## src/include/pmt8_pkg.sv

```systemverilog
// shared constants and carrier types of the eight-bit period match timer
// assumes a 32-bit axi4-lite slave with byte addresses in the low 8 bits
`default_nettype none
package pmt8_pkg;
    // register byte offsets
    localparam logic [7:0] CTRL_OFS   = 8'h00;
    localparam logic [7:0] COUNT_OFS  = 8'h04;
    localparam logic [7:0] PERIOD_OFS = 8'h08;
    localparam logic [7:0] IRQ_OFS    = 8'h0c;

    // reset values
    localparam logic [6:0] CTRL_RST   = 7'h00;
    localparam logic [7:0] COUNT_RST  = 8'h00;
    localparam logic [7:0] PERIOD_RST = 8'hff;
    localparam logic [3:0] IRQ_RST    = 4'h0;

    // core_clk is the oscillator; one instruction cycle spans four of it
    localparam logic [1:0] INSTR_LAST = 2'h3;

    // prescaler terminal counts for 1:1, 1:4 and 1:16
    localparam logic [3:0] PRE_LIM_1  = 4'h0;
    localparam logic [3:0] PRE_LIM_4  = 4'h3;
    localparam logic [3:0] PRE_LIM_16 = 4'hf;

    localparam logic [1:0] RESP_OKAY   = 2'h0;
    localparam logic [1:0] RESP_SLVERR = 2'h2;

    // control register, bits 6..0 (bit 7 reads zero)
    typedef struct packed {
        logic [3:0] postscale_select;
        logic       timer_on;
        logic [1:0] prescale_select;
    } ctrl_type;

    // interrupt register, bits 3..0
    typedef struct packed {
        logic global_irq_enable;
        logic peripheral_irq_enable;
        logic match_irq_enable;
        logic match_irq_flag;
    } irq_type;
endpackage : pmt8_pkg
`default_nettype wire

```

## src/rtl/period_match_timer8.sv

```systemverilog
// eight-bit period match timer with prescaler, postscaler and axi4-lite registers
// assumes the bus master is on core_clk; ce low freezes the timer and the bus
//
// Our own choices: the address map and the AXI4-Lite interface to the registers.
`default_nettype none

// Functional notes
// RULE_01: count from instruction clock through prescaler
// RULE_02: prescale 00=1, 01=4, 1x=16
// RULE_03: count to period, then back to zero
// RULE_04: each match steps the postscaler
// RULE_05: postscale ratio is field value plus one
// RULE_06: postscaler output sets sticky match flag
// RULE_07: reset gives count zero, period all ones
// RULE_08: timer_on bit gates counting
// RULE_09: count or control write clears both scalers
// RULE_10: control write keeps count value
// RULE_11: count and period fully readable and writable
// RULE_12: control bit 7 ignores writes, reads zero
// RULE_13: request when flag and all enables set
module period_match_timer8 (
    // clock, reset, enable
    input  wire logic        core_clk,
    input  wire logic        rst,
    input  wire logic        ce,
    // axi4-lite write address and data
    input  wire logic        awvalid,
    output logic             awready,
    input  wire logic [7:0]  awaddr,
    input  wire logic        wvalid,
    output logic             wready,
    input  wire logic [31:0] wdata,
    input  wire logic [3:0]  wstrb,
    // axi4-lite write response
    output logic             bvalid,
    input  wire logic        bready,
    output logic [1:0]       bresp,
    // axi4-lite read
    input  wire logic        arvalid,
    output logic             arready,
    input  wire logic [7:0]  araddr,
    output logic             rvalid,
    input  wire logic        rready,
    output logic [31:0]      rdata,
    output logic [1:0]       rresp,
    // interrupt request
    output logic             irq_req
);
    logic                 awready_r;
    logic                 wready_r;
    logic                 bvalid_r;
    logic [1:0]           bresp_r;
    logic                 arready_r;
    logic                 rvalid_r;
    logic [31:0]          rdata_r;
    logic [1:0]           rresp_r;
    logic                 irq_req_r;
    logic [7:0]           waddr_r;
    logic [7:0]           wdat_r;
    logic                 wlane_r;
    logic [1:0]           qcnt_r;
    logic [7:0]           count_r;
    logic [7:0]           count_nxt;
    logic [7:0]           period_r;
    pmt8_pkg::ctrl_type   ctrl_r;
    pmt8_pkg::irq_type    irq_r;
    pmt8_pkg::irq_type    irq_nxt;

    // write decode: address and data may arrive in either order
    wire       do_write  = ~awready_r & ~wready_r & ~bvalid_r;
    wire       wr_en     = do_write & wlane_r;
    wire       wr_ctrl   = wr_en & (waddr_r == pmt8_pkg::CTRL_OFS);
    wire       wr_count  = wr_en & (waddr_r == pmt8_pkg::COUNT_OFS);
    wire       wr_period = wr_en & (waddr_r == pmt8_pkg::PERIOD_OFS);
    wire       wr_irq    = wr_en & (waddr_r == pmt8_pkg::IRQ_OFS);
    wire       wr_hit    = (waddr_r == pmt8_pkg::CTRL_OFS)
                         | (waddr_r == pmt8_pkg::COUNT_OFS)
                         | (waddr_r == pmt8_pkg::PERIOD_OFS)
                         | (waddr_r == pmt8_pkg::IRQ_OFS);
    wire       aw_take   = awvalid & awready_r;
    wire       w_take    = wvalid & wready_r;
    wire       ar_take   = arvalid & arready_r;

    // read decode
    wire       rd_ctrl   = araddr == pmt8_pkg::CTRL_OFS;
    wire       rd_count  = araddr == pmt8_pkg::COUNT_OFS;
    wire       rd_period = araddr == pmt8_pkg::PERIOD_OFS;
    wire       rd_irq    = araddr == pmt8_pkg::IRQ_OFS;
    wire       rd_hit    = rd_ctrl | rd_count | rd_period | rd_irq;
    wire [7:0] rd_byte   = rd_ctrl   ? {1'b0, ctrl_r} :                          // RULE_12
                           rd_count  ? count_r :                                 // RULE_11
                           rd_period ? period_r :
                           rd_irq    ? {4'h0, irq_r} : 8'h00;

    // timer datapath
    wire       scaler_clr = wr_ctrl | wr_count;                                  // RULE_09
    wire       instr_tick = ce & (qcnt_r == pmt8_pkg::INSTR_LAST);               // RULE_01
    wire       pre_step   = instr_tick & ctrl_r.timer_on;                        // RULE_08
    wire [3:0] pre_limit  = ctrl_r.prescale_select[1] ? pmt8_pkg::PRE_LIM_16 :   // RULE_02
                            ctrl_r.prescale_select[0] ? pmt8_pkg::PRE_LIM_4 :
                                                        pmt8_pkg::PRE_LIM_1;
    wire       pre_tick;
    wire [3:0] pre_cnt;
    wire       match      = count_r == period_r;                                 // RULE_03
    wire       match_step = pre_tick & match;                                    // RULE_04
    wire       post_tick;
    wire [3:0] post_cnt;

    step_divider u_prescaler (
        .core_clk (core_clk),
        .rst      (rst),
        .ce       (ce),
        .clr      (scaler_clr),
        .step     (pre_step),
        .limit    (pre_limit),
        .tick     (pre_tick),
        .cnt      (pre_cnt)
    );

    // terminal count equals the field, so the ratio is field plus one
    step_divider u_postscaler (
        .core_clk (core_clk),
        .rst      (rst),
        .ce       (ce),
        .clr      (scaler_clr),
        .step     (match_step),
        .limit    (ctrl_r.postscale_select),                                     // RULE_05
        .tick     (post_tick),
        .cnt      (post_cnt)
    );

    // a software write beats a same-cycle increment; a control write leaves count alone
    assign count_nxt = wr_count ? wdat_r :                                       // RULE_11
                       pre_tick ? (match ? 8'h00 : count_r + 8'h01) :            // RULE_03
                       count_r;                                                  // RULE_10

    // hardware set wins over a software clear in the same cycle
    always_comb begin
        irq_nxt = irq_r;
        if (wr_irq) begin
            irq_nxt = pmt8_pkg::irq_type'(wdat_r[3:0]);
        end
        if (post_tick) begin
            irq_nxt.match_irq_flag = 1'b1;                                       // RULE_06
        end
    end

    wire irq_cond = irq_r.match_irq_flag & irq_r.match_irq_enable
                  & irq_r.peripheral_irq_enable & irq_r.global_irq_enable;       // RULE_13

    // instruction phase counter; it free-runs so that writes do not shift phase
    always_ff @(posedge core_clk or posedge rst) begin
        if (rst) begin
            qcnt_r <= 2'h0;
        end else if (ce) begin
            qcnt_r <= qcnt_r + 2'h1;
        end
    end

    // timer registers
    always_ff @(posedge core_clk or posedge rst) begin
        if (rst) begin
            count_r   <= pmt8_pkg::COUNT_RST;                                    // RULE_07
            period_r  <= pmt8_pkg::PERIOD_RST;                                   // RULE_07
            ctrl_r    <= pmt8_pkg::CTRL_RST;
            irq_r     <= pmt8_pkg::IRQ_RST;
            irq_req_r <= 1'b0;
        end else if (ce) begin
            count_r   <= count_nxt;
            irq_r     <= irq_nxt;
            irq_req_r <= irq_cond;
            if (wr_period) begin
                period_r <= wdat_r;                                              // RULE_11
            end
            if (wr_ctrl) begin
                ctrl_r <= wdat_r[6:0];                                           // RULE_12
            end
        end
    end

    // write channels: each ready drops once its beat is held
    always_ff @(posedge core_clk or posedge rst) begin
        if (rst) begin
            awready_r <= 1'b1;
            wready_r  <= 1'b1;
            bvalid_r  <= 1'b0;
            bresp_r   <= pmt8_pkg::RESP_OKAY;
            waddr_r   <= 8'h00;
            wdat_r    <= 8'h00;
            wlane_r   <= 1'b0;
        end else if (ce) begin
            if (aw_take) begin
                awready_r <= 1'b0;
                waddr_r   <= awaddr;
            end
            if (w_take) begin
                wready_r <= 1'b0;
                wdat_r   <= wdata[7:0];
                wlane_r  <= wstrb[0];
            end
            if (do_write) begin
                awready_r <= 1'b1;
                wready_r  <= 1'b1;
                bvalid_r  <= 1'b1;
                bresp_r   <= wr_hit ? pmt8_pkg::RESP_OKAY : pmt8_pkg::RESP_SLVERR;
            end else if (bvalid_r & bready) begin
                bvalid_r <= 1'b0;
            end
        end
    end

    // read channel: one outstanding read, data captured at the address edge
    always_ff @(posedge core_clk or posedge rst) begin
        if (rst) begin
            arready_r <= 1'b1;
            rvalid_r  <= 1'b0;
            rdata_r   <= 32'h0000_0000;
            rresp_r   <= pmt8_pkg::RESP_OKAY;
        end else if (ce) begin
            if (ar_take) begin
                arready_r <= 1'b0;
                rvalid_r  <= 1'b1;
                rdata_r   <= {24'h00_0000, rd_byte};
                rresp_r   <= rd_hit ? pmt8_pkg::RESP_OKAY : pmt8_pkg::RESP_SLVERR;
            end else if (rvalid_r & rready) begin
                rvalid_r  <= 1'b0;
                arready_r <= 1'b1;
            end
        end
    end

    assign awready = awready_r;
    assign wready  = wready_r;
    assign bvalid  = bvalid_r;
    assign bresp   = bresp_r;
    assign arready = arready_r;
    assign rvalid  = rvalid_r;
    assign rdata   = rdata_r;
    assign rresp   = rresp_r;
    assign irq_req = irq_req_r;

    // enabled cycles since the last prescaler output, for the spacing check;
    // the first output after a scaler clear starts at a free-running phase, so it is skipped
    logic [5:0] pre_gap_r;
    logic       pre_seen_r;

    always_ff @(posedge core_clk or posedge rst) begin
        if (rst) begin
            pre_gap_r  <= 6'h00;
            pre_seen_r <= 1'b0;
        end else if (ce) begin
            pre_gap_r  <= (pre_tick | scaler_clr) ? 6'h00 : pre_gap_r + 6'h01;
            pre_seen_r <= pre_tick | (pre_seen_r & ~scaler_clr);
        end
    end
endmodule : period_match_timer8
`default_nettype wire

```

## src/rtl/step_divider.sv

```systemverilog
// programmable step divider used as prescaler and postscaler
// assumes clr, step and limit come from logic on the same clock
`default_nettype none
module step_divider (
    // clock and reset
    input  wire logic       core_clk,
    input  wire logic       rst,
    input  wire logic       ce,
    // control
    input  wire logic       clr,
    input  wire logic       step,
    input  wire logic [3:0] limit,
    // result
    output logic            tick,
    output logic [3:0]      cnt
);
    logic [3:0] cnt_r;
    logic [3:0] cnt_nxt;

    // a tick is the step that reaches the terminal count
    assign tick    = step & ~clr & (cnt_r == limit);
    assign cnt_nxt = clr  ? 4'h0 :
                     tick ? 4'h0 :
                     step ? cnt_r + 4'h1 : cnt_r;
    assign cnt     = cnt_r;

    always_ff @(posedge core_clk or posedge rst) begin
        if (rst) begin
            cnt_r <= 4'h0;
        end else if (ce) begin
            cnt_r <= cnt_nxt;
        end
    end
endmodule : step_divider
`default_nettype wire
```

## config.mk

```make
export PLATFORM = sky130hd
export DESIGN_NAME = period_match_timer8
export DESIGN_NICKNAME = d
export VERILOG_FILES = /design/src/include/pmt8_pkg.sv /design/src/rtl/period_match_timer8.sv /design/src/rtl/step_divider.sv
export SDC_FILE = /design/constraint.sdc
export NUM_CORES = 1
export LEC_CHECK = 0
export ABC_AREA = 0
export BUFFER_PORTS_ARGS = -buffer_cell sky130_fd_sc_hd__buf_4
export CORE_MARGIN = 2
export CORE_UTILIZATION = 40
export CTS_CLUSTER_DIAMETER = 50
export DETAILED_ROUTE_END_ITERATION = 7
export PLACE_DENSITY = 0.62
export SETUP_SLACK_MARGIN = 0.1
export SLEW_MARGIN = 0
export SYNTH_ARGS = -nofsm -noshare
export SYNTH_HDL_FRONTEND = slang
export SYNTH_HIERARCHICAL = 1
export SYNTH_SLANG_ARGS = --single-unit
```

## constraint.sdc

```tcl
create_clock -name core_clk -period 5.8 [get_ports core_clk]
set_input_delay 1.45 -clock core_clk [delete_from_list [all_inputs] [get_ports core_clk]]
set_output_delay 1.45 -clock core_clk [all_outputs]
set_load 0.1 [all_outputs]
```

Word level (Yosys, flattened, before mapping)
Index checks and enable logic that the tools add are counted.
{"block": "word_totals", "regBits": 72, "elab_cells": 125, "inputBits": 60, "out_inout_bits": 42}
{"block": "classes", "n_eq_ne": 10, "n_addsub": 4, "bitwise": 33, "reduce_logical": 25, "mux": 29}
{"op": "$mux 8", "count": 6}
{"op": "$eq 8x4->1 const B", "count": 4}
{"op": "$mux 4", "count": 8}
{"op": "$reduce_and 2->1", "count": 15}
{"op": "$and 1x1->1", "count": 22}
{"op": "$eq 8x3->1 const B", "count": 2}
{"op": "$logic_not 8->1", "count": 2}
{"op": "$mux 1", "count": 12}
{"op": "$reduce_bool 2->1", "count": 6}
{"op": "$add 4x1->4 const B", "count": 2}
{"op": "$add 8x1->8 const B", "count": 1}
{"op": "$eq 4x4->1", "count": 2}
{"op": "$eq 8x8->1", "count": 1}
{"op": "$or 1x1->1", "count": 7}
{"op": "$mux 2", "count": 3}
{"op": "$reduce_bool 3->1", "count": 2}
{"op": "$not 1->1", "count": 4}
{"op": "$add 2x1->2 const B", "count": 1}
{"op": "$eq 2x2->1 const B", "count": 1}

Longest topological paths before layout
{"block": "logic_depth", "ltp_word": 14, "depth_mapped": 10}

Hierarchy
The synthesis kept the hierarchy.
{"module": "period_match_timer8", "cells_each": 288, "seq_area_each_um2": 1565.3, "n_inst": 1, "area_per_inst_um2": 3195.6}
{"module": "step_divider", "cells_each": 29, "seq_area_each_um2": 100.1, "n_inst": 2, "area_per_inst_um2": 284.0}

Worst setup path after synthesis
Ideal clock, no wire load.
{"block": "synth_path", "kind": "input to register", "start": "input ce", "end": "register u_postscaler.cnt_r[2] (netlist: u_postscaler/cnt[2])", "slack_ps": 2684, "cell_stages": 8, "setup_time_ps": 87, "arrival_ps": 3029, "cell_sequence": "buf_2 > buf_1 > and3_1 > and3b_1 > and3_1 > and4b_2 > o21bai_1 > a22oi_1"}
{"block": "synth_via", "elab_chain_len": 9}
{"item": "start, declared", "line": "period_match_timer8.sv:25", "text": "input wire logic ce,"}
{"item": "$and 1x1->1 (*)", "line": "period_match_timer8.sv:97", "text": "wire instr_tick = ce & (qcnt_r == pmt8_pkg::INSTR_LAST);"}
{"item": "$and 1x1->1 (*)", "line": "period_match_timer8.sv:98", "text": "wire pre_step = instr_tick & ctrl_r.timer_on;"}
{"item": "via pre_step", "line": "period_match_timer8.sv:98"}
{"item": "$and 1x1->1 (*) (2 in a row)", "line": "step_divider.sv:21", "text": "assign tick = step & ~clr & (cnt_r == limit);"}
{"item": "via pre_tick", "line": "period_match_timer8.sv:102", "text": "wire pre_tick;"}
{"item": "$and 1x1->1 (*)", "line": "period_match_timer8.sv:105", "text": "wire match_step = pre_tick & match;"}
{"item": "via match_step", "line": "period_match_timer8.sv:105"}
{"item": "$and 1x1->1 (2 in a row)", "line": "step_divider.sv:21"}
{"item": "$reduce_bool 3->1 (no line) / $mux 4 (equally long branches)"}
{"item": "$reduce_and 2->1 (no line) / $mux 4 (equally long branches)"}
{"item": "end signal, assigned", "line": "step_divider.sv:31", "text": "cnt_r <= cnt_nxt;"}
{"item": "end, declared", "line": "step_divider.sv:17", "text": "logic [3:0] cnt_r;"}
Mark *: on every way through the listed nets, which the timed path passes. The rest lies on a longest branch.
A chain may end at the register's enable or synchronous reset.

Worst setup path after layout
{"block": "layout_path", "start": "input ce", "end": "register count_r[1]"}
{"block": "layout_via", "elab_chain_len": 6}
{"item": "$and 1x1->1", "line": "period_match_timer8.sv:97"}
{"item": "$and 1x1->1", "line": "period_match_timer8.sv:98"}
{"item": "via pre_step", "line": "period_match_timer8.sv:98"}
{"item": "$and 1x1->1 (2 in a row)", "line": "step_divider.sv:21"}
{"item": "via pre_tick", "line": "period_match_timer8.sv:102"}
{"item": "$reduce_bool 2->1 (no line)"}
{"item": "$reduce_and 2->1 (no line)"}
{"item": "end signal, assigned", "line": "period_match_timer8.sv:163", "text": "count_r <= pmt8_pkg::COUNT_RST;"}
{"item": "end signal, assigned", "line": "period_match_timer8.sv:169", "text": "count_r <= count_nxt;"}
{"item": "end, declared", "line": "period_match_timer8.sv:62", "text": "logic [7:0] count_r;"}
The timed path passes the listed nets, and every way through them passes these cells.

==> impl_metrics.env <==
export IMPL_yosys_warnings=6
export IMPL_postCtsSetupBuffers=0
export IMPL_r2r_cells=8
export IMPL_worstPathCellList="buf_4 > and3_1 > and3b_1 > nand2_1 > o21ai_0 > nor2_1 > a31oi_1"
export IMPL_dr_first_iter_drc_count=108
export IMPL_initial_core_util_pct=40.9
export IMPL_rows=35
export IMPL_dpl_hpwl_mm=5.59
export IMPL_crit_slowest_cell="o21ai_0"
export IMPL_worst_pin_slew_ns=0.880
export IMPL_drt_wl_total_mm=7.61
export IMPL_setup_viol=0
export IMPL_combPwrFrac_pct=27.5
export IMPL_die_width_um=101
export IMPL_pre_cts_ws_ns=2.61
export IMPL_synth_area_leaders="dfrtp_1, mux2_2, dfstp_2, buf_4, xor2_1"
export IMPL_rr_startpoint="bvalid$_DFFE_PP0P_"
export IMPL_synthCells=346
export IMPL_clkTransAtPathRegs_ns=0.07
export IMPL_min_delay_start="qcnt_r[0]$_DFFE_PP0P_"
export IMPL_cts_tree="built"
export IMPL_swShare_pct=36.4
export IMPL_power_density_nw_per_um2=370
export IMPL_finalPower_mw=1.62
export IMPL_h_tree_depth=3
export IMPL_n_antenna_cell=0
export IMPL_clockBufferDepth=2
export IMPL_cts_sinks=70
export IMPL_fin_crit_sh_pct=49.3
export IMPL_ys_seq_area_share_pct=46.9
export IMPL_p_int_mw=1.03
export IMPL_dr_pass1_iters=4
export IMPL_maxCapViolCount=0
export IMPL_synth_area_um2=3760
export IMPL_syn_avg_cell_area_um2=10.9
export IMPL_p_sw_uw=589
export IMPL_die_h_um=101
export IMPL_synth_largest_area_cell="dfrtp_1"
export IMPL_max_slew_margin_pct=40.5
export IMPL_fin_tns_setup_ns=0
export IMPL_yosys_area_top_type_share_pct=39.2
export IMPL_nNetsFinal=461
export IMPL_grt_overflow_total=0
export IMPL_grt_pass1_wl_mm=13.0
export IMPL_ios=102
export IMPL_peakVddDrop_mv=0.358
export IMPL_setup_ws_ns=2.94
export IMPL_cts_buffers=9
export IMPL_fillerInstances=855
export IMPL_ys_ff_latch=70
export IMPL_clock_power_share_pct=27.9
export IMPL_hold_buffers=0
export IMPL_ant_nets=0
export IMPL_fin_skew_ns=0.0100
export IMPL_max_freq_mhz=350
export IMPL_path_max_fanout=27
export IMPL_r2r_slack_ns=3.08
export IMPL_mostFrequentLayoutCell="dfrtp_1"
export IMPL_worstReg2RegEnd="count_r[0]$_DFFE_PP0P_"
export IMPL_p_leak_nw=2.09
export IMPL_viasPerCell=5.13
export IMPL_mostFrequentLayoutCells="dfrtp_1, buf_4, nand2_1, mux2_2, conb_1"
export IMPL_grt_antenna_before_repair=0
export IMPL_crit_start="ce"
export IMPL_holdPathStages=1
export IMPL_cpPeakStageDelay_ns=0.33
export IMPL_placed_area_um2=4140
export IMPL_start_kind="input pin"
export IMPL_finalMaxSlewViolations=0
export IMPL_post_route_util_pct=47.5
export IMPL_cts_root_buf="clkbuf_8"
export IMPL_gp_congestion=0.818
export IMPL_critPathRequiredTime_ns=6.07
export IMPL_whs_endpoint="qcnt_r[0]$_DFFE_PP0P_"
export IMPL_drcViolationCount=0
export IMPL_clock_latency_ns=0.34
export IMPL_final_area_um2=4370
export IMPL_holdCritPathClass="flip-flop to flip-flop"
export IMPL_cp_end_kind="flip-flop"
export IMPL_grt_max_degree=63
export IMPL_area_delta_synth_final_pct=16.1
export IMPL_ctsResizeCount=0
export IMPL_criticalPathCategory="input pin to flip-flop"
export IMPL_rsz0062_at_grt="no"
export IMPL_pwr_share_seq_pct=44.6
export IMPL_finalCriticalPeriod_ns=2.86
export IMPL_io_buffers=48
export IMPL_avgRoutedWirePerCell_um=14.8
export IMPL_die_area_um2=10200
export IMPL_ys_types=48
export IMPL_vias=2631
export IMPL_post_route_cells_drive_above_1_share_pct=31.8
export IMPL_arrival_ns=3.13
export IMPL_hold_viol_final=0
export IMPL_core_um2=9200
export IMPL_status="finished clean"
export IMPL_grt_pass1_vias=2649
export IMPL_grt_usage_pct=16.4
flip-flops by register name, summed over array words and instances (netlist names), 2 cells and up:
register and flops:
waddr_r 8, count_r 8, irq_r 4, wdat_r 8, period_r 8, rdata 8, u_postscaler/cnt 4, qcnt_r 2
ctrl_r 7, u_prescaler/cnt 4
worst max-delay path by stage:
stage | to | slack (ns) | cells past startpoint
final | count_r[1]$_DFFE_PP0P_ | 2.94 | 7
after global placement | count_r[1]$_DFFE_PP0P_ | 2.61 | 7
after global routing | count_r[1]$_DFFE_PP0P_ | 2.73 | 7
after CTS | u_postscaler/cnt[2]$_DFFE_PP0P_ | 2.97 | 7
after floorplan | u_postscaler/cnt[2]$_DFFE_PP0P_ | 2.68 | 8
after detailed placement | u_postscaler/cnt[2]$_DFFE_PP0P_ | 2.61 | 7
critical path: cells and delay by family:
| family | cells | cell delay [ns] |
|---|---|---|
| compound gates | 2 | 0.47 |
| buf+inv | 1 | 0.28 |
| simple gates | 4 | 0.92 |
stage by stage:
| step | hold slack, ns | cells |
|---|---|---|
| after global placement | 0.461 | 497 |
| after detailed placement | 0.466 | 497 |
| after floorplan | 0.445 | 371 |
| after CTS | 0.476 | 513 |
| after global routing | 0.507 | 513 |
| final | 0.474 | 513 |
kinds of logic after synthesis:
group                    Yosys count  share of synthesized area (%)
AND/OR/NAND/NOR                  104                           16.3
flip-flops                        70                           46.9
AO/OA/AOI/OAI                     53                           8.44
buffers and inverters             48                           7.41
multiplexers                      47                           15.1
XOR/XNOR                          19                           4.42
adder cells (fa/ha/maj)            4                           1.33
other                              1                         0.0996
synthesized netlist by cell type, drive strengths merged:
library cell and number:
dfrtp 59, mux2 38, nand2 36, buf 28, xor2 19, o21ai 17
nor2 16, a21oi 14, inv 14, nand3 12, dfstp 11, nor3 7
o31ai 7, clkbuf 6, nor4 6, mux2i 5, and3b 4, ha 4
mux4 4, a21o 3, a22oi 3, nand4 3, or2 3, a21boi 2
a31oi 2, and2 2, and3 2, and4 2, and4b 2, nand3b 2
nor4b 2, o211ai 2, o21bai 2, or2b 2, conb 1, nand2b 1
nor2b 1, nor3b 1, o21a 1
routing by layer:
metal / up-vias / wire length [um] / track usage, %
li1: 1268 / - / -
met1: 1269 / 3360 / 21.6
met2: 84 / 3740 / 26.9
met3: 10 / 414 / 3.54
met4: 0 / 93 / 5.30
met5: - / 0 / 0
power by group through the flow:
stage	combinational [mW]	sequential [mW]	clock [mW]
finish	0.446	0.721	0.451
global route	0.486	0.740	0.490
CTS	0.450	0.722	0.463
detailed placement	0.449	0.732	0
global placement	0.439	0.728	0
floorplan	0.299	0.784	0
area by class of cell:
cell class              instances  area [um^2]  area share (%)
multi-input cells             253         1810            41.5
flip-flops and latches         70         1770            40.4
repair buffers                 49          368            8.42
clock buffers                  11          151            3.46
well taps                     111          139            3.18
clock inverters                 5         81.3            1.86
inverters                      14         52.6            1.20
Power figures use the tool's default switching activity.
